$ cat config.mk
export PLATFORM = sky130hd
export DESIGN_NAME = smx_top
export DESIGN_NICKNAME = d
export VERILOG_FILES = /design/src/rtl/smx_mix.v /design/src/rtl/smx_top.v
export VERILOG_INCLUDE_DIRS = /design/src /design/src/rtl
export SDC_FILE = /design/constraint.sdc
export NUM_CORES = 1
export LEC_CHECK = 0
export BUFFER_PORTS_ARGS = -buffer_cell sky130_fd_sc_hd__buf_2
export CAP_MARGIN = 20
export CORE_ASPECT_RATIO = 1.4
export CORE_MARGIN = 4
export CORE_UTILIZATION = 25
export CTS_CLUSTER_SIZE = 28
export DETAILED_ROUTE_END_ITERATION = 16
export PLACE_DENSITY_LB_ADDON = 0.12
export SLEW_MARGIN = 15
export SYNTH_ARGS = -nofsm -noshare
export SYNTH_HDL_FRONTEND = slang
export SYNTH_SLANG_ARGS = --single-unit
export TNS_END_PERCENT = 30
$ cat constraint.sdc
create_clock -name ref_clk -period 9.2 [get_ports ref_clk]
set_input_delay 0.92 -clock ref_clk [delete_from_list [all_inputs] [get_ports ref_clk]]
set_output_delay 0.92 -clock ref_clk [all_outputs]
set_load 0.005 [all_outputs]
$ cat src/rtl/smx_regs.vh
// Register map, field layout and reset values of the serial input mix block
`ifndef SMX_REGS_VH
`define SMX_REGS_VH

// ----------------------------------------------------------------------------
// Register indices (byte address is four times the index)
// ----------------------------------------------------------------------------
`define SMX_IDX_MIX_CFG 6'h0a
`define SMX_IDX_FIRST_CHANNEL_SLOT 6'h0b
`define SMX_IDX_SECOND_CHANNEL_SLOT 6'h0c
`define SMX_IDX_PORT_CFG 6'h10
`define SMX_IDX_STATUS 6'h11

// ----------------------------------------------------------------------------
// Field positions
// ----------------------------------------------------------------------------
`define SMX_MIX_SEL_HI 7
`define SMX_MIX_SEL_LO 6
`define SMX_ATT_HI 5
`define SMX_ATT_LO 4
`define SMX_INV_BIT 3
`define SMX_SLOT_HI 5
`define SMX_SLOT_LO 0
`define SMX_FMT_HI 1
`define SMX_FMT_LO 0

// ----------------------------------------------------------------------------
// Reset values
// ----------------------------------------------------------------------------
`define SMX_MIX_CFG_RST 8'h00
`define SMX_FIRST_CHANNEL_SLOT_RST 6'h00
`define SMX_SECOND_CHANNEL_SLOT_RST 6'h01
`define SMX_FMT_RST 2'h0

// ----------------------------------------------------------------------------
// Modes and frame layout
// ----------------------------------------------------------------------------
`define SMX_MIX_NONE 2'h0
`define SMX_MIX_TO_CH1 2'h1
`define SMX_MIX_TO_CH2 2'h2
`define SMX_MIX_INDEP 2'h3
`define SMX_FMT_TDM 2'h0
`define SMX_FMT_I2S 2'h1
`define SMX_FMT_LJ 2'h2
`define SMX_SLOT_BITS 5'h1f

`endif

$ cat src/rtl/smx_mix.v
// One output channel mixer: attenuate, invert and add serial input data
module smx_mix (
   input wire [31:0] own_smp,
   input wire [31:0] other_smp,
   input wire other_en,
   input wire [31:0] ser_smp,
   input wire ser_en,
   input wire [1:0] atten,
   input wire invert,
   output reg [31:0] mix_out
);
   reg signed [33:0] scaled;
   reg signed [33:0] sum;

   always @* begin
      // Each step of atten is a halving, about 6 dB
      scaled = $signed({{2{ser_smp[31]}}, ser_smp}) >>> atten;
      if (invert) begin
         scaled = 34'sh0 - scaled;
      end
      sum = {{2{own_smp[31]}}, own_smp};
      if (other_en) begin
         sum = sum + {{2{other_smp[31]}}, other_smp};
      end
      if (ser_en) begin
         sum = sum + scaled;
      end
      if (sum > 34'sh0_7fff_ffff) begin
         mix_out = 32'h7fff_ffff;
      end else if (sum < -34'sh0_8000_0000) begin
         mix_out = 32'h8000_0000;
      end else begin
         mix_out = sum[31:0];
      end
   end
endmodule

$ cat src/rtl/smx_top.v
// Serial input mixing and output slot mapping for two converter channels
//
// Design decision made here: the APB interface to the registers.
`include "smx_regs.vh"

module smx_top (
   input wire ref_clk,
   input wire reset,
   input wire [7:0] paddr,
   input wire psel,
   input wire penable,
   input wire pwrite,
   input wire [31:0] pwdata,
   output reg [31:0] prdata,
   output reg pready,
   output reg pslverr,
   input wire [31:0] ch1_smp,
   input wire [31:0] ch2_smp,
   input wire bclk,
   input wire fsync,
   input wire general_input_pin,
   output reg sdout,
   output reg sdout_oe
);

   // -------------------------------------------------------------------------
   // Configuration and state
   // -------------------------------------------------------------------------
   reg [1:0] mix_sel_q;
   reg [1:0] att_q;
   reg mix_input_invert_q;
   reg [5:0] first_channel_slot_q;
   reg [5:0] second_channel_slot_q;
   reg [1:0] fmt_q;
   reg [7:0] frame_cnt_q;

   reg bclk_m_q;
   reg bclk_s_q;
   reg bclk_p_q;
   reg fs_m_q;
   reg fs_s_q;
   reg fs_last_q;
   reg din_m_q;
   reg din_s_q;

   reg [10:0] pos_q;
   reg pos_vld_q;
   reg right_q;
   reg [31:0] rx_sh_q;
   reg [31:0] in1_q;
   reg [31:0] in2_q;
   reg [31:0] tx1_q;
   reg [31:0] tx2_q;

   wire [5:0] idx = paddr[7:2];
   wire setup = psel & ~penable;
   wire acc_done = psel & penable & pready;
   wire mapped;
   reg [31:0] rd_val;
   // Field reset values of the mix register
   wire [7:0] mix_rst = `SMX_MIX_CFG_RST;

   // -------------------------------------------------------------------------
   // APB slave: no wait cycle, answer from flip-flops
   // -------------------------------------------------------------------------
   assign mapped = (paddr[1:0] == 2'h0) &&
      ((idx == `SMX_IDX_MIX_CFG) || (idx == `SMX_IDX_FIRST_CHANNEL_SLOT) ||
       (idx == `SMX_IDX_SECOND_CHANNEL_SLOT) || (idx == `SMX_IDX_PORT_CFG) ||
       (idx == `SMX_IDX_STATUS));

   always @* begin
      rd_val = 32'h0000_0000;
      case (idx)
         `SMX_IDX_MIX_CFG: begin
            // Low three bits stay zero
            rd_val = {24'h000000, mix_sel_q, att_q, mix_input_invert_q, 3'h0};
         end
         `SMX_IDX_FIRST_CHANNEL_SLOT: begin
            rd_val = {26'h0000000, first_channel_slot_q};
         end
         `SMX_IDX_SECOND_CHANNEL_SLOT: begin
            rd_val = {26'h0000000, second_channel_slot_q};
         end
         `SMX_IDX_PORT_CFG: begin
            rd_val = {30'h00000000, fmt_q};
         end
         `SMX_IDX_STATUS: begin
            rd_val = {23'h000000, right_q, frame_cnt_q};
         end
         default: begin
            rd_val = 32'h0000_0000;
         end
      endcase
      if (paddr[1:0] != 2'h0) begin
         rd_val = 32'h0000_0000;
      end
   end

   always @(posedge ref_clk) begin
      if (reset) begin
         pready <= 1'b0;
         pslverr <= 1'b0;
         prdata <= 32'h0000_0000;
      end else begin
         pready <= setup;
         pslverr <= setup & ~mapped;
         if (setup && !pwrite) begin
            prdata <= rd_val;
         end else if (acc_done) begin
            prdata <= 32'h0000_0000;
         end
      end
   end

   always @(posedge ref_clk) begin
      if (reset) begin
         mix_sel_q <= mix_rst[`SMX_MIX_SEL_HI:`SMX_MIX_SEL_LO];
         att_q <= mix_rst[`SMX_ATT_HI:`SMX_ATT_LO];
         mix_input_invert_q <= mix_rst[`SMX_INV_BIT];
         first_channel_slot_q <= `SMX_FIRST_CHANNEL_SLOT_RST;
         second_channel_slot_q <= `SMX_SECOND_CHANNEL_SLOT_RST;
         fmt_q <= `SMX_FMT_RST;
      end else if (acc_done && pwrite && mapped) begin
         case (idx)
            `SMX_IDX_MIX_CFG: begin
               // Reserved bits are not stored
               mix_sel_q <= pwdata[`SMX_MIX_SEL_HI:`SMX_MIX_SEL_LO];
               att_q <= pwdata[`SMX_ATT_HI:`SMX_ATT_LO];
               mix_input_invert_q <= pwdata[`SMX_INV_BIT];
            end
            `SMX_IDX_FIRST_CHANNEL_SLOT: begin
               first_channel_slot_q <= pwdata[`SMX_SLOT_HI:`SMX_SLOT_LO];
            end
            `SMX_IDX_SECOND_CHANNEL_SLOT: begin
               second_channel_slot_q <= pwdata[`SMX_SLOT_HI:`SMX_SLOT_LO];
            end
            `SMX_IDX_PORT_CFG: begin
               fmt_q <= pwdata[`SMX_FMT_HI:`SMX_FMT_LO];
            end
            default: begin
               fmt_q <= fmt_q;
            end
         endcase
      end
   end

   // -------------------------------------------------------------------------
   // Pin synchronisers and bit clock edges
   // -------------------------------------------------------------------------
   always @(posedge ref_clk) begin
      if (reset) begin
         bclk_m_q <= 1'b0;
         bclk_s_q <= 1'b0;
         bclk_p_q <= 1'b0;
         fs_m_q <= 1'b0;
         fs_s_q <= 1'b0;
         din_m_q <= 1'b0;
         din_s_q <= 1'b0;
      end else begin
         bclk_m_q <= bclk;
         bclk_s_q <= bclk_m_q;
         bclk_p_q <= bclk_s_q;
         fs_m_q <= fsync;
         fs_s_q <= fs_m_q;
         din_m_q <= general_input_pin;
         din_s_q <= din_m_q;
      end
   end

   wire b_rise = bclk_s_q & ~bclk_p_q;
   wire b_fall = ~bclk_s_q & bclk_p_q;
   wire fs_up = fs_s_q & ~fs_last_q;
   wire fs_dn = ~fs_s_q & fs_last_q;
   wire is_tdm = (fmt_q == `SMX_FMT_TDM);
   wire is_i2s = (fmt_q == `SMX_FMT_I2S);
   // I2S frames open on the falling frame sync, TDM and LJ on the rising one
   wire frame_start = b_rise & (is_i2s ? fs_dn : fs_up);
   wire half_start = b_rise & ~is_tdm & (is_i2s ? fs_up : fs_dn);
   wire [4:0] bit_idx = pos_q[4:0];
   wire [5:0] eff_slot = is_tdm ? pos_q[10:5] : {right_q, pos_q[9:5]};

   // -------------------------------------------------------------------------
   // Mixers
   // -------------------------------------------------------------------------
   wire [31:0] mix1;
   wire [31:0] mix2;
   wire mode1 = (mix_sel_q == `SMX_MIX_TO_CH1);
   wire mode2 = (mix_sel_q == `SMX_MIX_TO_CH2);
   wire mode3 = (mix_sel_q == `SMX_MIX_INDEP);

   smx_mix u_mix1 (
      .own_smp(ch1_smp),
      .other_smp(ch2_smp),
      .other_en(mode1),
      .ser_smp(in1_q),
      .ser_en(mode1 | mode3),
      .atten(att_q),
      .invert(mix_input_invert_q),
      .mix_out(mix1)
   );

   smx_mix u_mix2 (
      .own_smp(ch2_smp),
      .other_smp(ch1_smp),
      .other_en(mode2),
      .ser_smp(in2_q),
      .ser_en(mode2 | mode3),
      .atten(att_q),
      .invert(mix_input_invert_q),
      .mix_out(mix2)
   );

   // -------------------------------------------------------------------------
   // Frame position, receive and word latch
   // -------------------------------------------------------------------------
   always @(posedge ref_clk) begin
      if (reset) begin
         fs_last_q <= 1'b0;
         pos_q <= 11'h000;
         pos_vld_q <= 1'b0;
         right_q <= 1'b0;
         rx_sh_q <= 32'h0000_0000;
         in1_q <= 32'h0000_0000;
         in2_q <= 32'h0000_0000;
         tx1_q <= 32'h0000_0000;
         tx2_q <= 32'h0000_0000;
         frame_cnt_q <= 8'h00;
      end else if (b_rise) begin
         fs_last_q <= fs_s_q;
         if (frame_start) begin
            // Words for the coming frame; zero select passes channels through
            tx1_q <= mix1;
            tx2_q <= mix2;
            frame_cnt_q <= frame_cnt_q + 8'h01;
            right_q <= 1'b0;
            pos_q <= is_i2s ? 11'h7ff : 11'h000;
            pos_vld_q <= ~is_i2s;
         end else if (half_start) begin
            right_q <= 1'b1;
            pos_q <= is_i2s ? 11'h7ff : 11'h000;
            pos_vld_q <= ~is_i2s;
         end else begin
            pos_q <= pos_q + 11'h001;
            pos_vld_q <= 1'b1;
            if (pos_vld_q) begin
               rx_sh_q <= {rx_sh_q[30:0], din_s_q};
               if (bit_idx == `SMX_SLOT_BITS) begin
                  if (eff_slot == 6'h00) begin
                     in1_q <= {rx_sh_q[30:0], din_s_q};
                  end
                  if (eff_slot == 6'h01) begin
                     in2_q <= {rx_sh_q[30:0], din_s_q};
                  end
               end
            end
         end
      end
   end

   // -------------------------------------------------------------------------
   // Transmit on the falling bit clock edge
   // -------------------------------------------------------------------------
   wire [5:0] nxt_slot = is_tdm ? pos_q[10:5] : {right_q, pos_q[9:5]};
   // A held position is the I2S gap bit: nothing is driven there
   wire tx_ok = pos_vld_q;
   wire [4:0] nxt_bit = pos_q[4:0];
   wire [5:0] use_slot = nxt_slot;
   wire hit1 = tx_ok & (use_slot == first_channel_slot_q);
   wire hit2 = tx_ok & (use_slot == second_channel_slot_q);

   always @(posedge ref_clk) begin
      if (reset) begin
         sdout <= 1'b0;
         sdout_oe <= 1'b0;
      end else if (b_fall) begin
         // MSB first; slot placement does not depend on the mix mode
         if (hit1) begin
            sdout <= tx1_q[`SMX_SLOT_BITS - nxt_bit];
            sdout_oe <= 1'b1;
         end else if (hit2) begin
            sdout <= tx2_q[`SMX_SLOT_BITS - nxt_bit];
            sdout_oe <= 1'b1;
         end else begin
            sdout <= 1'b0;
            sdout_oe <= 1'b0;
         end
      end
   end

endmodule

== After elaboration in Yosys (flattened, before gate mapping) ==
Cells that the tools add are included.
Widths: inputs -> output; s select.

* Muxes and demuxes: 32
* Reduce and logical (&&, ||, !) cells: 24
* $add $sub $neg: 8
* Equal/unequal tests: 13
* Shift operators: 2
* Magnitude comparators: 5
* Bitwise logic cells: 25

{| class="wikitable"
|+ Operators with widths
! kind !! count
|-
| $mux 32 || 7
|-
| $mux 34 || 6
|-
| $add 34x34->34 || 2
|-
| $gt 34x32->1 const B || 2
|-
| $lt 34x32->1 const B || 2
|-
| $sshr 32x2->34 || 2
|-
| $sub 1x34->34 const A || 2
|-
| $pmux 9 s5 || 1
|-
| $add 32x32->33 || 1
|-
| $mux 11 || 3
|-
| $eq 6x4->1 const B || 3
|-
| $and 1x1->1 || 13
|-
| $eq 6x5->1 const B || 2
|-
| $eq 6x6->1 || 2
|-
| $mux 1 || 12
|-
| $reduce_and 2->1 || 6
|-
| $reduce_and 6->1 || 2
|-
| $add 11x1->11 const B || 1
|-
| $bmux 1 s5 || 2
|-
| $not 1->1 || 10
|-
| $add 8x1->8 const B || 1
|-
| $eq 6x1->1 const B || 1
|-
| $logic_not 6->1 || 1
|-
| $lt 5x6->1 const B || 1
|-
| 12 further kinds || 24
|}

* Bits in registers: 243
* Input bits: 112
* Logic and storage cells: 137
* Output and inout bits: 36

== Depth between registers and ports, before layout ==
* Depth after elaboration: 8
* Mapped depth: 32
* Depth with buffers taken out: 25

== Hierarchy ==
A second synthesis with hierarchy kept.

* Cells, all modules: 2,896
* Area, all modules: 21,765.9 µm²

{| class="wikitable"
|+ Modules (own cells, without submodules)
! module !! cells each !! sequential area each (µm²) !! area each (µm²) !! instances
|-
| smx_mix || 906 || 0.0 || 6,248.5 || 2
|-
| smx_top || 1,084 || 4,404.2 || 9,268.9 || 1
|}

== Least setup slack after synthesis ==
Ideal clock, no wire load.

* Kind: register to register
* Start point: register att_q[0]
* End point: register tx2_q[0]
* Path buffers: 9
* Data required time: 9.127 ns
* Setup slack: 2.545 ns
* Cell stages (with the launch flop): 32
* Setup time: 0.073 ns
* Arrival time: 6.582 ns
* Period minus slack after synthesis: 6.655 ns
* Path through: dfxtp_1 > buf_6 > buf_12 > buf_6 > buf_6 > clkbuf_1 > buf_1 > clkbuf_1 > mux2i_1 > nor2_1 > a21oi_1 > ha_1 > nand2b_1 > or2_2 > nand2b_1 > nor2_1 > nand3_1 > nand2_1 > xor2_1 > ha_1 > clkbuf_1 > nand4_1 > or4_1 > o41ai_1 > or2_2 > a41oi_1 > xor2_1 > mux2_1 > a21oi_1 > o2111ai_2 > buf_4 > o211ai_2

* Word-level cells in the longest chain between the ends: 8
* Elaborated cells on any way between the ends: 9
* Classes of those cells: add/sub: 2; order compare: 2; shift: 1; mux: 4

{| class="wikitable"
|+ RTL lines
! element !! RTL line !! source
|-
| start, declared || smx_top.v:30 || <nowiki>reg [1:0] att_q;</nowiki>
|-
| start signal, assigned || smx_top.v:118 || <nowiki>att_q <= mix_rst[`SMX_ATT_HI:`SMX_ATT_LO];</nowiki>
|-
| start signal, assigned || smx_top.v:128 || <nowiki>att_q <= pwdata[`SMX_ATT_HI:`SMX_ATT_LO];</nowiki>
|-
| $sshr 32x2->34 * || smx_mix.v:17 || <nowiki>scaled = $signed({{2{ser_smp[31]}}, ser_smp}) >>> atten;</nowiki>
|-
| $sub 1x34->34 || smx_mix.v:19 || <nowiki>scaled = 34'sh0 - scaled;</nowiki>
|-
| $mux 34 * || smx_mix.v:18 || <nowiki>if (invert) begin</nowiki>
|-
| $add 34x34->34 * || smx_mix.v:26 || <nowiki>sum = sum + scaled;</nowiki>
|-
| $mux 34 * || smx_mix.v:25 || <nowiki>if (ser_en) begin</nowiki>
|-
| $lt 34x32->1 || smx_mix.v:30 || <nowiki>end else if (sum < -34'sh0_8000_0000) begin</nowiki>
|-
| $mux 32 || smx_mix.v:30 ||
|-
| $mux 32 * || smx_mix.v:28 || <nowiki>if (sum > 34'sh0_7fff_ffff) begin</nowiki>
|-
| end signal, assigned || smx_top.v:233 || <nowiki>tx2_q <= mix2;</nowiki>
|-
| end, declared || smx_top.v:53 || <nowiki>reg [31:0] tx2_q;</nowiki>
|}

Mark *: on every way between the ends. The rest lies on a longest branch, timed or not.
A chain may end at the register's enable or synchronous reset.

== Worst setup path in the final report ==
* Start point: input ch1_smp[0]
* End point: register tx2_q[7]

* Word-level cells in the longest chain between the ends: 7
* Elaborated cells on any way between the ends: 8
* Classes of those cells: add/sub: 2; order compare: 2; mux: 4

{| class="wikitable"
|+ RTL lines
! element !! RTL line !! source
|-
| start, declared || smx_top.v:17 || <nowiki>input wire [31:0] ch1_smp,</nowiki>
|-
| $add 32x32->33 * || smx_mix.v:23 || <nowiki>sum = sum + {{2{other_smp[31]}}, other_smp};</nowiki>
|-
| $mux 34 * || smx_mix.v:22 || <nowiki>if (other_en) begin</nowiki>
|-
| $add 34x34->34 || smx_mix.v:26 ||
|-
| $mux 34 * || smx_mix.v:25 ||
|-
| $lt 34x32->1 || smx_mix.v:30 ||
|-
| $mux 32 || smx_mix.v:30 ||
|-
| $mux 32 * || smx_mix.v:28 ||
|}

Marks and branches as above.

==> reports/metrics.yaml <==
clock_network:
  htree_levels: 1
  hold_buffers: 0
  clk_latency_ns: 0.57
  clkTransAtPathRegs_ns: 0.06
  post_cts_buffers: 0
  cts_resized: 0
  cts_buffers: 26
  clockBufferDepth: 3
  clk_root_buffer_cell: "clkbuf_16"
  cts_tree: "yes"
  cts_sinks: 220
floorplan:
  die_w_um: 239
  pin_count: 148
  die_y_um: 331
  dieArea_mm2: 0.0792
  core-area_mm2: 0.0740
  fp-row-count: 118
  start_util: 0.252
worst_hold_path:
  min_from: "fs_m_q"
  min_path_type: "reg -> reg"
  whs_endpoint: "fs_s_q"
  holdPathStages: 1
run:
  maxCapViolations: 0
power_and_ir_drop:
  power_density_mw_per_mm2: 115
  max-vdd-ir-drop_mv: 0.120
  p_leak_nw: 8.19
status:
  status: "finished, final reports clean"
place:
  pre_cts_slack_ns: 1.34
  dp_hpwl_mm: 55.1
  place.gp.congestion: 0.872
  portBuffers: 100
synth:
  synth_top_cell_area_share: 0.236
  netlist_instances: 2471
  syn-cell-area_mm2: 0.0187
  synth_edf_count: 0
  synth_warnings: 0
  synth.most_common_cell: "nand2_1"
  yosysTopAreaCell: "dfxtp_1"
  async_reset_ff_frac: 0
  synth.yosys.seq_area_share: 0.236
  synth.area.top_cells: "dfxtp_1 24%, nand2_1 9.5%, a21oi_1 7.1%"
  ys_ff_latch: 220
  avgSynthCellArea_um2: 7.56
  ys_types: 90
  synth_flop_cell: "dfxtp_1"
  synth_common_cells: "471 x nand2_1, 265 x a21oi_1, 220 x dfxtp_1"
worst_setup_path:
  worstSetupEndpointType: "flop"
  reg2reg_to: "tx2_q[7]"
  worst-setup-path-type: "in -> reg"
  r2r_cells: 25
  worstSetupStartpointType: "primary input"
  reg2reg_slack_ns: 2.02
  critPathRequiredTime_ns: 9.70
  crit_fanout: 31
  timing.rr.start: "att_q[0]"
  crit_arrival_ns: 7.84
sta:
  fin_crit_ns: 7.34
  rsz0062_at_grt: "false"
  whs_ns: 0.438
  final.setup.worst_slack_ns: 1.86
  slew_violations: 0
  worst_pin_slew_ns: 1.03
  hold_viol_final: 0
  finalSetupViolCount: 0
  fin_tns_setup_ns: 0
  skew_ns: 0.0216
  max_freq_ghz: 0.136
  period_share: 0.798
  slew_headroom: 0.307
routing:
  firstDrtPassIters: 5
  antenna_left: 0
  wl_per_cell_um: 19.8
  drtIter0Drc: 1121
  vias: 17600
  viasPerCell: 5.08
  wl_mm: 68.5
  drc_errors: 0
global_routing:
  grt_first_pass_wirelength_mm: 105
  grt_overflow: 0
  antenna_found_initial: 12
  grt_pass1_vias: 17400
  track_usage: 0.167
  grt_start_max_net_pins: 96
layout:
  layout-area-overhead-vs-synth_pct: 11.7
  drive_above_1_share: 0.117
  nets: 2703
  utilization: 0.282
-- layout make-up --
type | count | area, um^2
well taps | 960 | 1200
clock inverters | 11 | 151
flip-flops and latches | 220 | 4420
diodes | 2 | 5.00
clock buffers | 34 | 742
fillers | 8026 | 53100
inverters | 37 | 141
multi-input cells | 2066 | 13400
repair buffers | 135 | 778
-- routing by layer --
metal,track usage,wire length [um]
met2,0.301,34200
met5,0,0
met1,0.207,29600
met3,0.0127,2240
met4,0.0563,2550
-- state kept, by name (all words and copies together), names as in the netlist, 2 cells and up --
register / flops
tx1_q: 32
first_channel_slot_q: 6
att_q: 2
prdata: 9
mix_sel_q: 2
fmt_q: 2
rx_sh_q: 31
in1_q: 32
tx2_q: 32
pos_q: 11
in2_q: 32
second_channel_slot_q: 6
frame_cnt_q: 8
-- stage by stage --
step / instances / instance area [um^2] / power, W
6_report: 3465 / 20900 / 0.00239
5_1_grt: 3465 / 20900 / 0.00249
4_1_cts: 3463 / 20800 / 0.00244
3_5_place_dp: 3418 / 19900 / 0.00129
3_3_place_gp: 3418 / 19900 / 0.00129
2_1_floorplan: 2493 / 18800 / 0.00119
-- where the power goes --
group	switching (W)	internal, W
clock network	0.000460	0.000653
logic	0.000202	0.000113
registers	0.00000424	0.000957
-- worst max-delay path: stages --
cell,delay (ns)
buf_2,0.13
ha_1,0.22
fa_1,0.43
a211oi_1,0.36
o211a_1,0.27
o211ai_1,0.16
nor3_1,0.27
o31ai_1,0.21
a211oi_1,0.42
nand2b_1,0.19
nand2b_1,0.06
a21oi_1,0.16
xor2_1,0.29
o21ai_0,0.13
ha_1,0.40
nand2_1,0.14
or4_1,0.57
o41ai_1,0.32
buf_4,0.21
or2_2,0.15
a41oi_1,0.13
xor2_1,0.36
mux2_1,0.37
a21oi_1,0.29
o2111ai_4,0.16
buf_4,0.31
nand3_1,0.14
-- cells in the final DEF (no fill, tap or decap), drive strengths merged, types with 6 or more instances in the layout --
| cell type | count |
|---|---|
| a2111oi | 7 |
| a211oi | 21 |
| a21o | 51 |
| a21oi | 265 |
| a222oi | 6 |
| a22oi | 15 |
| a31oi | 28 |
| and2 | 12 |
| and3 | 18 |
| and4 | 9 |
| buf | 135 |
| clkbuf | 34 |
| conb | 23 |
| dfxtp | 220 |
| ha | 102 |
| inv | 40 |
| mux2 | 14 |
| mux2i | 75 |
| mux4 | 35 |
| nand2 | 471 |
| nand2b | 42 |
| nand3 | 56 |
| nand4 | 20 |
| nor2 | 158 |
| nor2b | 31 |
| nor3 | 42 |
| nor4 | 14 |
| o2111ai | 6 |
| o211ai | 43 |
| o21a | 13 |
| o21ai | 189 |
| o21bai | 12 |
| o22ai | 6 |
| o31ai | 21 |
| o41ai | 7 |
| or2 | 11 |
| xnor2 | 105 |
| xor2 | 70 |
-- worst max path at each step --
stage	slack [ns]	to	start	cells past startpoint
3_5_place_dp	1.34	tx2_q[7]	ch1_smp[0]	27
4_1_cts	1.90	tx2_q[7]	ch1_smp[0]	27
5_1_grt	1.42	tx2_q[2]	ch1_smp[0]	27
3_3_place_gp	1.36	tx2_q[7]	ch1_smp[0]	27
6_report	1.86	tx2_q[7]	ch1_smp[0]	27
2_1_floorplan	2.55	tx2_q[0]	att_q[0]	31
-- logic make-up (layout without fill, tap and decap cells) --
logic type               Yosys count  after routing  synth area share
buffers and inverters            207            217            0.0527
XOR/XNOR                         175            175            0.0821
other                              1             25          0.000201
flip-flops                       220            220             0.236
multiplexers                     124            124            0.0917
AND/OR/NAND/NOR                  906            906             0.218
AO/OA/AOI/OAI                    733            733             0.248
adder cells (fa/ha/maj)          105            105            0.0716
No activity file was read; power rests on OpenSTA's default activity.
